===== src/smi_led_pkg.sv =====
package smi_led_pkg;

  // ==========================================================
  // Register indices
  localparam logic [7:0] ADDR_SMI_CONTROL_ONE      = 8'hf0;
  localparam logic [7:0] ADDR_SMI_CONTROL_TWO      = 8'hf1;
  localparam logic [7:0] ADDR_SMI_STATUS_ONE       = 8'hf2;
  localparam logic [7:0] ADDR_SMI_STATUS_TWO       = 8'hf3;
  localparam logic [7:0] ADDR_SMI_PIN_SELECT       = 8'hf4;
  localparam logic [7:0] ADDR_SPARE_F5             = 8'hf5;
  localparam logic [7:0] ADDR_SPARE_F6             = 8'hf6;
  localparam logic [7:0] ADDR_KBD_LOCK_PIN_SELECT  = 8'hf7;
  localparam logic [7:0] ADDR_BLINK1_PIN_SELECT    = 8'hf8;
  localparam logic [7:0] ADDR_BLINK1_CONTROL       = 8'hf9;
  localparam logic [7:0] ADDR_BLINK2_PIN_SELECT    = 8'hfa;
  localparam logic [7:0] ADDR_BLINK2_CONTROL       = 8'hfb;
  localparam logic [7:0] ADDR_VOLTAGE_CODE_IN      = 8'hfc;
  localparam logic [7:0] ADDR_VOLTAGE_CODE_OUT     = 8'hfd;

  // ==========================================================
  // Field layouts and reset values
  localparam logic [7:0] RESET_VALUE       = 8'h00;
  localparam int         PERIPH_COUNT      = 8;
  localparam int         MISC_COUNT        = 3;
  localparam int         SRC_COUNT         = 11;
  localparam int         GLOBAL_CLEAR_BIT  = 7;
  localparam int         LEVEL_MODE_BIT    = 6;
  localparam int         LOC_WIDTH         = 6;
  localparam int         PINS_PER_SET      = 8;
  localparam int         PIN_COUNT         = 40;
  localparam int         FIRST_SET         = 1;
  localparam int         LED_CTRL_WIDTH    = 4;
  localparam int         SHORT_PULSE_BIT   = 3;
  localparam int         FREQ_MSB          = 2;
  localparam int         FREQ_LSB          = 1;
  localparam int         LOW_EN_BIT        = 0;
  localparam int         VOLTAGE_WIDTH     = 6;
  localparam int         VOLTAGE_DRIVE_BIT = 7;

  // ==========================================================
  // Timing
  localparam int CLK_FREQ_HZ       = 100_000_000;
  localparam int BLINK_TICK_MS     = 125;
  localparam int BLINK_TICK_CYCLES = CLK_FREQ_HZ / 1000 * BLINK_TICK_MS;
  localparam int TICK_CNT_WIDTH    = 24;
  localparam int PERIOD_4HZ_MS     = 250;
  localparam int PERIOD_1HZ_MS     = 1000;
  localparam int PERIOD_QUARTER_MS = 4000;
  localparam int PERIOD_EIGHTH_MS  = 8000;
  localparam logic [5:0] LAST_TICK_4HZ     = 6'(PERIOD_4HZ_MS / BLINK_TICK_MS - 1);
  localparam logic [5:0] LAST_TICK_1HZ     = 6'(PERIOD_1HZ_MS / BLINK_TICK_MS - 1);
  localparam logic [5:0] LAST_TICK_QUARTER = 6'(PERIOD_QUARTER_MS / BLINK_TICK_MS - 1);
  localparam logic [5:0] LAST_TICK_EIGHTH  = 6'(PERIOD_EIGHTH_MS / BLINK_TICK_MS - 1);
  localparam logic [1:0] FREQ_4HZ          = 2'h0;
  localparam logic [1:0] FREQ_1HZ          = 2'h1;
  localparam logic [1:0] FREQ_QUARTER      = 2'h2;
  localparam logic [1:0] FREQ_EIGHTH       = 2'h3;

endpackage


===== src/pin_locator.sv =====
`timescale 1ns/1ps
`default_nettype none

module pin_locator
  import smi_led_pkg::*;
(
  // Location code
  input  wire logic [smi_led_pkg::LOC_WIDTH-1:0] code_in,
  // One-hot pin select
  output logic      [smi_led_pkg::PIN_COUNT-1:0] select_out
);

  // ==========================================================
  // Decode set number and bit; unlisted codes select nothing
  for (genvar i = 0; i < PIN_COUNT; i++) begin : g_pin
    localparam logic [2:0] SET_NUM = 3'(i / PINS_PER_SET + FIRST_SET);
    localparam logic [2:0] BIT_NUM = 3'(i % PINS_PER_SET);
    assign select_out[i] = (code_in == {SET_NUM, BIT_NUM});
  end

endmodule

`default_nettype wire


===== src/blink_engine.sv =====
`timescale 1ns/1ps
`default_nettype none

module blink_engine
  import smi_led_pkg::*;
(
  // Clock and reset
  input  wire logic                                   clk_in,
  input  wire logic                                   rst_n_in,
  // Control
  input  wire logic                                   tick_in,
  input  wire logic [smi_led_pkg::LED_CTRL_WIDTH-1:0] control_in,
  // Waveform
  output logic                                        level_out,
  output logic                                        drive_out
);

  logic [5:0] phase;
  logic [5:0] last_tick;
  logic       next_level;

  // ==========================================================
  // Period select
  always_comb begin
    case (control_in[FREQ_MSB:FREQ_LSB])
      FREQ_4HZ:     last_tick = LAST_TICK_4HZ;
      FREQ_1HZ:     last_tick = LAST_TICK_1HZ;
      FREQ_QUARTER: last_tick = LAST_TICK_QUARTER;
      default:      last_tick = LAST_TICK_EIGHTH;
    endcase
  end

  // ==========================================================
  // Phase counter in ticks
  always_ff @(posedge clk_in or negedge rst_n_in) begin
    if (!rst_n_in) begin
      phase <= 6'h00;
    end else if (tick_in) begin
      if (phase >= last_tick) begin
        phase <= 6'h00;
      end else begin
        phase <= phase + 6'h01;
      end
    end
  end

  // Low for the first half, or only the first tick in short mode
  always_comb begin
    if (control_in[SHORT_PULSE_BIT]) begin
      next_level = (phase != 6'h00);
    end else begin
      next_level = (phase > (last_tick >> 1));
    end
  end

  // ==========================================================
  // Output flops
  always_ff @(posedge clk_in or negedge rst_n_in) begin
    if (!rst_n_in) begin
      level_out <= 1'b1;
      drive_out <= 1'b0;
    end else begin
      level_out <= next_level;
      drive_out <= control_in[LOW_EN_BIT];
    end
  end

  property p_blink_off;
    @(posedge clk_in) disable iff (!rst_n_in)
      !control_in[LOW_EN_BIT] |=> !drive_out;
  endproperty
  a_blink_off: assert property (p_blink_off) else $error("blink drives while disabled");

  property p_short_pulse;
    @(posedge clk_in) disable iff (!rst_n_in)
      control_in[SHORT_PULSE_BIT] && phase != 6'h00 |=> level_out;
  endproperty
  a_short_pulse: assert property (p_short_pulse) else $error("short pulse too long");

endmodule

`default_nettype wire


===== src/smi_led_vid_config.sv =====
// Local design decision: strobed register access.
`timescale 1ns/1ps
`default_nettype none

module smi_led_vid_config
  import smi_led_pkg::*;
#(
  parameter int BLINK_TICK_CYCLES = smi_led_pkg::BLINK_TICK_CYCLES
) (
  // Clock and reset
  input  wire logic                                  clk_in,
  input  wire logic                                  rst_n_in,
  // Register port
  input  wire logic [7:0]                            addr_in,
  input  wire logic [7:0]                            wdata_in,
  input  wire logic                                  wr_in,
  input  wire logic                                  rd_in,
  output logic      [7:0]                            rdata_out,
  // Interrupt sources
  input  wire logic [smi_led_pkg::PERIPH_COUNT-1:0]  periph_irq_in,
  input  wire logic [smi_led_pkg::MISC_COUNT-1:0]    misc_irq_in,
  output logic                                       sys_mgmt_irq_out,
  // General purpose pins
  input  wire logic [smi_led_pkg::PIN_COUNT-1:0]     gp_pin_in,
  output logic      [smi_led_pkg::PIN_COUNT-1:0]     gp_level_out,
  output logic      [smi_led_pkg::PIN_COUNT-1:0]     gp_drive_out,
  output logic                                       kbd_lock_out,
  // Voltage code pins
  input  wire logic [smi_led_pkg::VOLTAGE_WIDTH-1:0] voltage_code_pin_in,
  output logic      [smi_led_pkg::VOLTAGE_WIDTH-1:0] voltage_code_level_out,
  output logic                                       voltage_code_drive_en_out
);

  // ==========================================================
  // Declarations
  logic [7:0]                  smi_control_one;
  logic                        level_mode;
  logic [MISC_COUNT-1:0]       misc_enable;
  logic [LOC_WIDTH-1:0]        smi_pin_select;
  logic [LOC_WIDTH-1:0]        kbd_lock_pin_select;
  logic [LOC_WIDTH-1:0]        blink1_pin_select;
  logic [LED_CTRL_WIDTH-1:0]   blink1_control;
  logic [LOC_WIDTH-1:0]        blink2_pin_select;
  logic [LED_CTRL_WIDTH-1:0]   blink2_control;
  logic                        voltage_drive;
  logic [VOLTAGE_WIDTH-1:0]    voltage_value;
  logic [SRC_COUNT-1:0]        sources;
  logic [SRC_COUNT-1:0]        sources_prev;
  logic [SRC_COUNT-1:0]        status;
  logic [SRC_COUNT-1:0]        next_status;
  logic [SRC_COUNT-1:0]        status_set;
  logic [SRC_COUNT-1:0]        status_clear;
  logic [SRC_COUNT-1:0]        enables;
  logic                        write_ctrl_one;
  logic                        write_ctrl_two;
  logic                        global_clear;
  logic                        read_status_one;
  logic                        read_status_two;
  logic [7:0]                  read_mux;
  logic [TICK_CNT_WIDTH-1:0]   tick_count;
  logic                        tick;
  logic [PIN_COUNT-1:0]        smi_sel;
  logic [PIN_COUNT-1:0]        kbd_sel;
  logic [PIN_COUNT-1:0]        blink1_sel;
  logic [PIN_COUNT-1:0]        blink2_sel;
  logic                        blink1_level;
  logic                        blink1_drive;
  logic                        blink2_level;
  logic                        blink2_drive;

  assign write_ctrl_one  = wr_in && (addr_in == ADDR_SMI_CONTROL_ONE);
  assign write_ctrl_two  = wr_in && (addr_in == ADDR_SMI_CONTROL_TWO);
  assign global_clear    = write_ctrl_two && wdata_in[GLOBAL_CLEAR_BIT];
  assign read_status_one = rd_in && (addr_in == ADDR_SMI_STATUS_ONE);
  assign read_status_two = rd_in && (addr_in == ADDR_SMI_STATUS_TWO);

  // ==========================================================
  // Writable registers
  always_ff @(posedge clk_in or negedge rst_n_in) begin
    if (!rst_n_in) begin
      smi_control_one <= RESET_VALUE;
    end else if (write_ctrl_one) begin
      smi_control_one <= wdata_in;
    end
  end

  always_ff @(posedge clk_in or negedge rst_n_in) begin
    if (!rst_n_in) begin
      level_mode  <= 1'b0;
      misc_enable <= '0;
    end else if (write_ctrl_two) begin
      level_mode  <= wdata_in[LEVEL_MODE_BIT];
      misc_enable <= wdata_in[MISC_COUNT-1:0];
    end
  end

  always_ff @(posedge clk_in or negedge rst_n_in) begin
    if (!rst_n_in) begin
      smi_pin_select      <= '0;
      kbd_lock_pin_select <= '0;
      blink1_pin_select   <= '0;
      blink1_control      <= '0;
      blink2_pin_select   <= '0;
      blink2_control      <= '0;
    end else if (wr_in) begin
      case (addr_in)
        ADDR_SMI_PIN_SELECT:      smi_pin_select      <= wdata_in[LOC_WIDTH-1:0];
        ADDR_KBD_LOCK_PIN_SELECT: kbd_lock_pin_select <= wdata_in[LOC_WIDTH-1:0];
        ADDR_BLINK1_PIN_SELECT:   blink1_pin_select   <= wdata_in[LOC_WIDTH-1:0];
        ADDR_BLINK1_CONTROL:      blink1_control      <= wdata_in[LED_CTRL_WIDTH-1:0];
        ADDR_BLINK2_PIN_SELECT:   blink2_pin_select   <= wdata_in[LOC_WIDTH-1:0];
        ADDR_BLINK2_CONTROL:      blink2_control      <= wdata_in[LED_CTRL_WIDTH-1:0];
        default: begin
        end
      endcase
    end
  end

  always_ff @(posedge clk_in or negedge rst_n_in) begin
    if (!rst_n_in) begin
      voltage_drive <= 1'b0;
      voltage_value <= '0;
    end else if (wr_in && (addr_in == ADDR_VOLTAGE_CODE_OUT)) begin
      voltage_drive <= wdata_in[VOLTAGE_DRIVE_BIT];
      voltage_value <= wdata_in[VOLTAGE_WIDTH-1:0];
    end
  end

  // ==========================================================
  // Interrupt status
  assign sources = {misc_irq_in, periph_irq_in};
  assign enables = {misc_enable, smi_control_one};

  always_ff @(posedge clk_in or negedge rst_n_in) begin
    if (!rst_n_in) begin
      sources_prev <= '0;
    end else begin
      sources_prev <= sources;
    end
  end

  always_comb begin
    if (level_mode) begin
      status_set = sources;
    end else begin
      status_set = sources & ~sources_prev;
    end
    status_clear = '0;
    if (global_clear) begin
      status_clear = '1;
    end
    if (read_status_one) begin
      status_clear[PERIPH_COUNT-1:0] = '1;
    end
    if (read_status_two) begin
      status_clear[SRC_COUNT-1:PERIPH_COUNT] = '1;
    end
    next_status = (status & ~status_clear) | status_set;
  end

  always_ff @(posedge clk_in or negedge rst_n_in) begin
    if (!rst_n_in) begin
      status <= '0;
    end else begin
      status <= next_status;
    end
  end

  always_ff @(posedge clk_in or negedge rst_n_in) begin
    if (!rst_n_in) begin
      sys_mgmt_irq_out <= 1'b0;
    end else begin
      sys_mgmt_irq_out <= |(status & enables);
    end
  end

  // ==========================================================
  // Read path
  always_comb begin
    case (addr_in)
      ADDR_SMI_CONTROL_ONE:     read_mux = smi_control_one;
      ADDR_SMI_CONTROL_TWO:     read_mux = {1'b0, level_mode, 3'h0, misc_enable};
      ADDR_SMI_STATUS_ONE:      read_mux = status[PERIPH_COUNT-1:0];
      ADDR_SMI_STATUS_TWO:      read_mux = {5'h00, status[SRC_COUNT-1:PERIPH_COUNT]};
      ADDR_SMI_PIN_SELECT:      read_mux = {2'h0, smi_pin_select};
      ADDR_KBD_LOCK_PIN_SELECT: read_mux = {2'h0, kbd_lock_pin_select};
      ADDR_BLINK1_PIN_SELECT:   read_mux = {2'h0, blink1_pin_select};
      ADDR_BLINK1_CONTROL:      read_mux = {4'h0, blink1_control};
      ADDR_BLINK2_PIN_SELECT:   read_mux = {2'h0, blink2_pin_select};
      ADDR_BLINK2_CONTROL:      read_mux = {4'h0, blink2_control};
      ADDR_VOLTAGE_CODE_IN:     read_mux = {2'h0, voltage_code_pin_in};
      ADDR_VOLTAGE_CODE_OUT:    read_mux = {voltage_drive, 1'b0, voltage_value};
      default:                  read_mux = 8'h00;
    endcase
  end

  always_ff @(posedge clk_in or negedge rst_n_in) begin
    if (!rst_n_in) begin
      rdata_out <= 8'h00;
    end else if (rd_in) begin
      rdata_out <= read_mux;
    end else begin
      rdata_out <= 8'h00;
    end
  end

  // ==========================================================
  // Blink tick
  always_ff @(posedge clk_in or negedge rst_n_in) begin
    if (!rst_n_in) begin
      tick_count <= '0;
      tick       <= 1'b0;
    end else if (tick_count >= TICK_CNT_WIDTH'(BLINK_TICK_CYCLES - 1)) begin
      tick_count <= '0;
      tick       <= 1'b1;
    end else begin
      tick_count <= tick_count + TICK_CNT_WIDTH'(1);
      tick       <= 1'b0;
    end
  end

  // ==========================================================
  // Pin routing
  pin_locator u_smi_loc (
    .code_in    (smi_pin_select),
    .select_out (smi_sel)
  );

  pin_locator u_kbd_loc (
    .code_in    (kbd_lock_pin_select),
    .select_out (kbd_sel)
  );

  pin_locator u_blink1_loc (
    .code_in    (blink1_pin_select),
    .select_out (blink1_sel)
  );

  pin_locator u_blink2_loc (
    .code_in    (blink2_pin_select),
    .select_out (blink2_sel)
  );

  blink_engine u_blink1 (
    .clk_in     (clk_in),
    .rst_n_in   (rst_n_in),
    .tick_in    (tick),
    .control_in (blink1_control),
    .level_out  (blink1_level),
    .drive_out  (blink1_drive)
  );

  blink_engine u_blink2 (
    .clk_in     (clk_in),
    .rst_n_in   (rst_n_in),
    .tick_in    (tick),
    .control_in (blink2_control),
    .level_out  (blink2_level),
    .drive_out  (blink2_drive)
  );

  // Interrupt pin is active low; it outranks both blink channels
  for (genvar i = 0; i < PIN_COUNT; i++) begin : g_pin
    always_ff @(posedge clk_in or negedge rst_n_in) begin
      if (!rst_n_in) begin
        gp_level_out[i] <= 1'b1;
        gp_drive_out[i] <= 1'b0;
      end else if (smi_sel[i]) begin
        gp_level_out[i] <= ~sys_mgmt_irq_out;
        gp_drive_out[i] <= 1'b1;
      end else if (blink1_sel[i]) begin
        gp_level_out[i] <= blink1_level;
        gp_drive_out[i] <= blink1_drive;
      end else if (blink2_sel[i]) begin
        gp_level_out[i] <= blink2_level;
        gp_drive_out[i] <= blink2_drive;
      end else begin
        gp_level_out[i] <= 1'b1;
        gp_drive_out[i] <= 1'b0;
      end
    end
  end

  always_ff @(posedge clk_in or negedge rst_n_in) begin
    if (!rst_n_in) begin
      kbd_lock_out <= 1'b0;
    end else begin
      kbd_lock_out <= |(gp_pin_in & kbd_sel);
    end
  end

  always_ff @(posedge clk_in or negedge rst_n_in) begin
    if (!rst_n_in) begin
      voltage_code_level_out    <= '0;
      voltage_code_drive_en_out <= 1'b0;
    end else begin
      voltage_code_level_out    <= voltage_value;
      voltage_code_drive_en_out <= voltage_drive;
    end
  end

  // ==========================================================
  // Assertions
  property p_irq_follows;
    @(posedge clk_in) disable iff (!rst_n_in)
      |(status & enables) |=> sys_mgmt_irq_out;
  endproperty
  a_irq_follows: assert property (p_irq_follows) else $error("interrupt not raised");

  property p_irq_quiet;
    @(posedge clk_in) disable iff (!rst_n_in)
      (status & enables) == '0 |=> !sys_mgmt_irq_out;
  endproperty
  a_irq_quiet: assert property (p_irq_quiet) else $error("spurious interrupt");

  property p_global_clear;
    @(posedge clk_in) disable iff (!rst_n_in)
      global_clear && sources == '0 |=> status == '0;
  endproperty
  a_global_clear: assert property (p_global_clear) else $error("global clear failed");

  property p_edge_set;
    @(posedge clk_in) disable iff (!rst_n_in)
      !level_mode && sources[0] && !sources_prev[0] |=> status[0];
  endproperty
  a_edge_set: assert property (p_edge_set) else $error("edge not captured");

  property p_level_hold;
    @(posedge clk_in) disable iff (!rst_n_in)
      level_mode && sources[1] |=> status[1];
  endproperty
  a_level_hold: assert property (p_level_hold) else $error("level not captured");

  property p_ctrl_one_write;
    @(posedge clk_in) disable iff (!rst_n_in)
      write_ctrl_one |=> smi_control_one == $past(wdata_in);
  endproperty
  a_ctrl_one_write: assert property (p_ctrl_one_write) else $error("control one lost");

  property p_spare_read;
    @(posedge clk_in) disable iff (!rst_n_in)
      rd_in && (addr_in == ADDR_SPARE_F5 || addr_in == ADDR_SPARE_F6) |=> rdata_out == 8'h00;
  endproperty
  a_spare_read: assert property (p_spare_read) else $error("spare register nonzero");

  property p_voltage_drive;
    @(posedge clk_in) disable iff (!rst_n_in)
      wr_in && addr_in == ADDR_VOLTAGE_CODE_OUT && wdata_in[VOLTAGE_DRIVE_BIT]
        |=> ##1 voltage_code_drive_en_out;
  endproperty
  a_voltage_drive: assert property (p_voltage_drive) else $error("voltage pins not driven");

  property p_voltage_read;
    @(posedge clk_in) disable iff (!rst_n_in)
      rd_in && addr_in == ADDR_VOLTAGE_CODE_IN
        |=> rdata_out == {2'h0, $past(voltage_code_pin_in)};
  endproperty
  a_voltage_read: assert property (p_voltage_read) else $error("voltage code misread");

  property p_status_two_read;
    @(posedge clk_in) disable iff (!rst_n_in)
      rd_in && addr_in == ADDR_SMI_STATUS_TWO |=> rdata_out[7:MISC_COUNT] == '0;
  endproperty
  a_status_two_read: assert property (p_status_two_read) else $error("reserved status bits");

endmodule

`default_nettype wire


===== config.mk =====
export PLATFORM = sky130hd
export DESIGN_NAME = smi_led_vid_config
export DESIGN_NICKNAME = d
export VERILOG_FILES = /design/src/smi_led_pkg.sv /design/src/pin_locator.sv /design/src/blink_engine.sv /design/src/smi_led_vid_config.sv
export SDC_FILE = /design/constraint.sdc
export NUM_CORES = 1
export LEC_CHECK = 0
export BUFFER_PORTS_ARGS = -buffer_cell sky130_fd_sc_hd__buf_2
export CAP_MARGIN = 40
export CORE_UTILIZATION = 50
export CTS_CLUSTER_DIAMETER = 100
export CTS_CLUSTER_SIZE = 10
export DETAILED_ROUTE_END_ITERATION = 8
export PLACE_DENSITY = 0.86
export SYNTH_ARGS = -nofsm -noshare
export SYNTH_HDL_FRONTEND = slang
export SYNTH_SLANG_ARGS = --single-unit

===== constraint.sdc =====
create_clock -name clk_in -period 1.8 [get_ports clk_in]
set_clock_uncertainty 0.05 [all_clocks]
set_input_delay 0.18 -clock clk_in [delete_from_list [all_inputs] [get_ports clk_in]]
set_output_delay 0.18 -clock clk_in [all_outputs]
set_load 0.02 [all_outputs]

==> results.ini <==
[global_routing]
grt_max_degree=54
grt_usage=0.282
grt_pass1_vias=10100
grt_overflow=0
grt_pass1_wl_mm=50.9
antenna_found_initial=0

[synthesis]
ys_types=68
syn_nets=1223
ys_warn_count=0
yosysTopAreaCell=dfrtp_1
ys_top_cells_by_area=dfrtp_1 38%, dfstp_2 10%, mux2_2 5.9%
synth_top_area_share=0.381
ys_ff_latch=211
synth_area_um2=11100
seq_area_frac_synth=0.481
synth-edff-count=0
synth-main-ff-cell=dfrtp_1
synthArstFlopShare=1.00
synth_cells=1131
avgSynthCellArea_um2=9.80

[power_and_ir_drop]
power_switching_uw=2710
p_sw_frac=0.255
clockPowerShare=0.407
combPwrFrac=0.119
power.share.sequential=0.474
peakVddDrop_mv=0.737
power_leakage_uw=0.00656
powerDensity_nw_per_um2=755
intPower_uw=7910

[timing]
tightest_slew_ns=0.567
drv_slew=0
fin_crit_sh=1.07
min_period_ns=1.93
hold_viol=0
hold_slack_ns=0.0586
rsz0062_at_grt=yes
max_freq_mhz=518
relSlewSlack=0.622
setup_viol=25
worst_slack_ns=-0.131

[die]
die_area_um2=22800
die_y_um=151
placement_rows=54
io_pins=174
die_w_um=151
initial_core_util=0.510
core-area_um2=21800

[detailed_routing]
met2RoutedLength_mm=15.9
drt-met1-wl_mm=12.2
top_layer_used=met4
viasPerCell=6.10
drt_first_pass_iters=7
ant_nets=0
drc=0
routed-wl-met3_mm=2.88
vias=10300
finalWirelength_mm=32.2
wl_per_cell_um=19.0
drt_iter0_drc=896

[worst_setup_path]
critPathKind=flop to flop
crit_path_end_kind=flop
r2r_end=tick_count[6]
cp.required_ns=2.19
worstPathMaxFanout=8
crit-reg2reg-launch=tick_count[9]
cp_data_arrival_time_ns=2.32
crit_path_start_kind=flop
reg2reg_depth=6
rrSetupSlack_ns=-0.13

[clock_network]
root_buffer=clkbuf_16
clk_pin_slew_worst_paths_ns=0.05
cts.sinks=211
h-tree-depth=1
cts_made_buffers=25
clock_path_buffers=3
cts_tree=done
insertion_delay_ns=0.52

[cells_and_area]
finalNonFillerCells=1692
drive_gt1_frac=0.329
antenna_cells=0
area_growth_pct=26.8
final_core_util=0.646
final_common_cell=buf_2
final_cell_mix=171 x buf_2, 166 x dfrtp_1, 164 x nand2_1
nets=1495

[hold_path]
hold_class=input pin to flop
holdPathEnd=voltage_value[3]
hold_path_startpoint=wdata_in[3]
whs_path_depth=2

[status]
violations=setup timing
status=complete, but fails checks

[placed_design]
dpl.hpwl_mm=22.2
port_buffers=173
preCtsSetupSlack_ns=-0.138
dp.cells=1624
gp_congestion=0.973

[flow_run]
cap_viol_max_count=0

==> power by group through the flow <==
stage               sequential [uW]  clock (uW)  combinational [uW]
CTS                            5020        4390                1230
finish                         5030        4320                1260
detailed placement             5090           0                1180
global placement               5090           0                1150
global route                   5040        4610                1350
floorplan                      5070           0                 580
==> layer usage <==
| metal | vias to the layer above | track usage |
|---|---|---|
| met4 | 0 | 0.0945 |
| li1 | 4621 | - |
| met5 | - | 0 |
| met1 | 4956 | 0.356 |
| met3 | 127 | 0.0509 |
| met2 | 611 | 0.487 |
==> kinds of logic (layout without fill, tap and decap cells) <==
family	after synthesis	after routing	synth area share
AOI/OAI and AO/OA	187	187	0.114
buffers and inverters	85	366	0.0318
adders and majority gates	15	15	0.0169
and+or+nand+nor	484	484	0.212
muxes	123	123	0.123
xor gates and xnor gates	26	26	0.0205
DFF	211	211	0.481
==> synth_stat cells, drive strengths merged, types with 27 or more instances <==
master and number:
mux2 58, nand4 30, o21ai 56, nand2 165, nor3 27, nand3 85
nor2 86, mux2i 60, clkbuf 49, dfstp 42, dfrtp 169, nand2b 28
==> critical path, cell delays in order, from the launching register on <==
cell and delay, ns:
dfrtp_1 0.37, or4_1 0.53, o311a_1 0.32, o21ai_2 0.19, a21oi_4 0.12, buf_12 0.17
nor2_2 0.11
==> state kept, by name, summed over array words and instances, names as in the netlist, 3 cells and up <==
name                    count
sources_prev               11
smi_pin_select              6
blink1_control              4
misc_enable                 3
status                     11
blink2_pin_select           6
smi_control_one             8
u_blink2.phase              6
kbd_lock_pin_select         6
voltage_value               6
voltage_code_level_out      6
gp_drive_out               40
blink2_control              4
u_blink1.phase              6
rdata_out                   8
blink1_pin_select           6
tick_count                 24
gp_level_out               40
==> per-stage QoR <==
| step | area [um2] | power, uW | TNS (ns) |
|---|---|---|---|
| 4_1_cts | 13900 | 10600 | -1.46 |
| 3_5_place_dp | 12900 | 6270 | -1.71 |
| 3_3_place_gp | 12900 | 6240 | -5.01 |
| 5_1_grt | 14100 | 11000 | -3.72 |
| 6_report | 14100 | 10600 | -2.48 |
| 2_1_floorplan | 11100 | 5650 | 0 |
==> how the worst max path moves through the flow <==
stage,startpoint,end,slack [ns],cells after the start
final,tick_count[9],tick_count[6],-0.13,6
after global routing,tick_count[9],tick_count[13],-0.17,6
after CTS,tick_count[9],tick_count[21],-0.08,6
after detailed placement,tick_count[9],tick_count[20],-0.14,6
after global placement,tick_count[0],tick_count[13],-0.22,6
after floorplan,blink1_control[2],u_blink1.phase[1],0.02,8
==> final cells by class <==
type	count	area, um2
Clock inverter	1	8.76
Sequential cell	211	5340
Timing Repair Buffer	312	2060
Fill cell	1620	7690
Tap cell	280	350
Multi-Input combinational cell	835	5580
Clock buffer	35	663
Inverter	18	67.6
==> what timing repair did <==
action | CTS | global route
setup endpoints to repair | 19 | 61
gates resized for setup | 13 | 33
pin swaps | 13 | 7
setup buffers | 10 | 4
hold buffers | 18 | 0
cloned | 1 | 0
hold endpoints to repair | 223 | 0
Power figures use the tool's default switching activity.
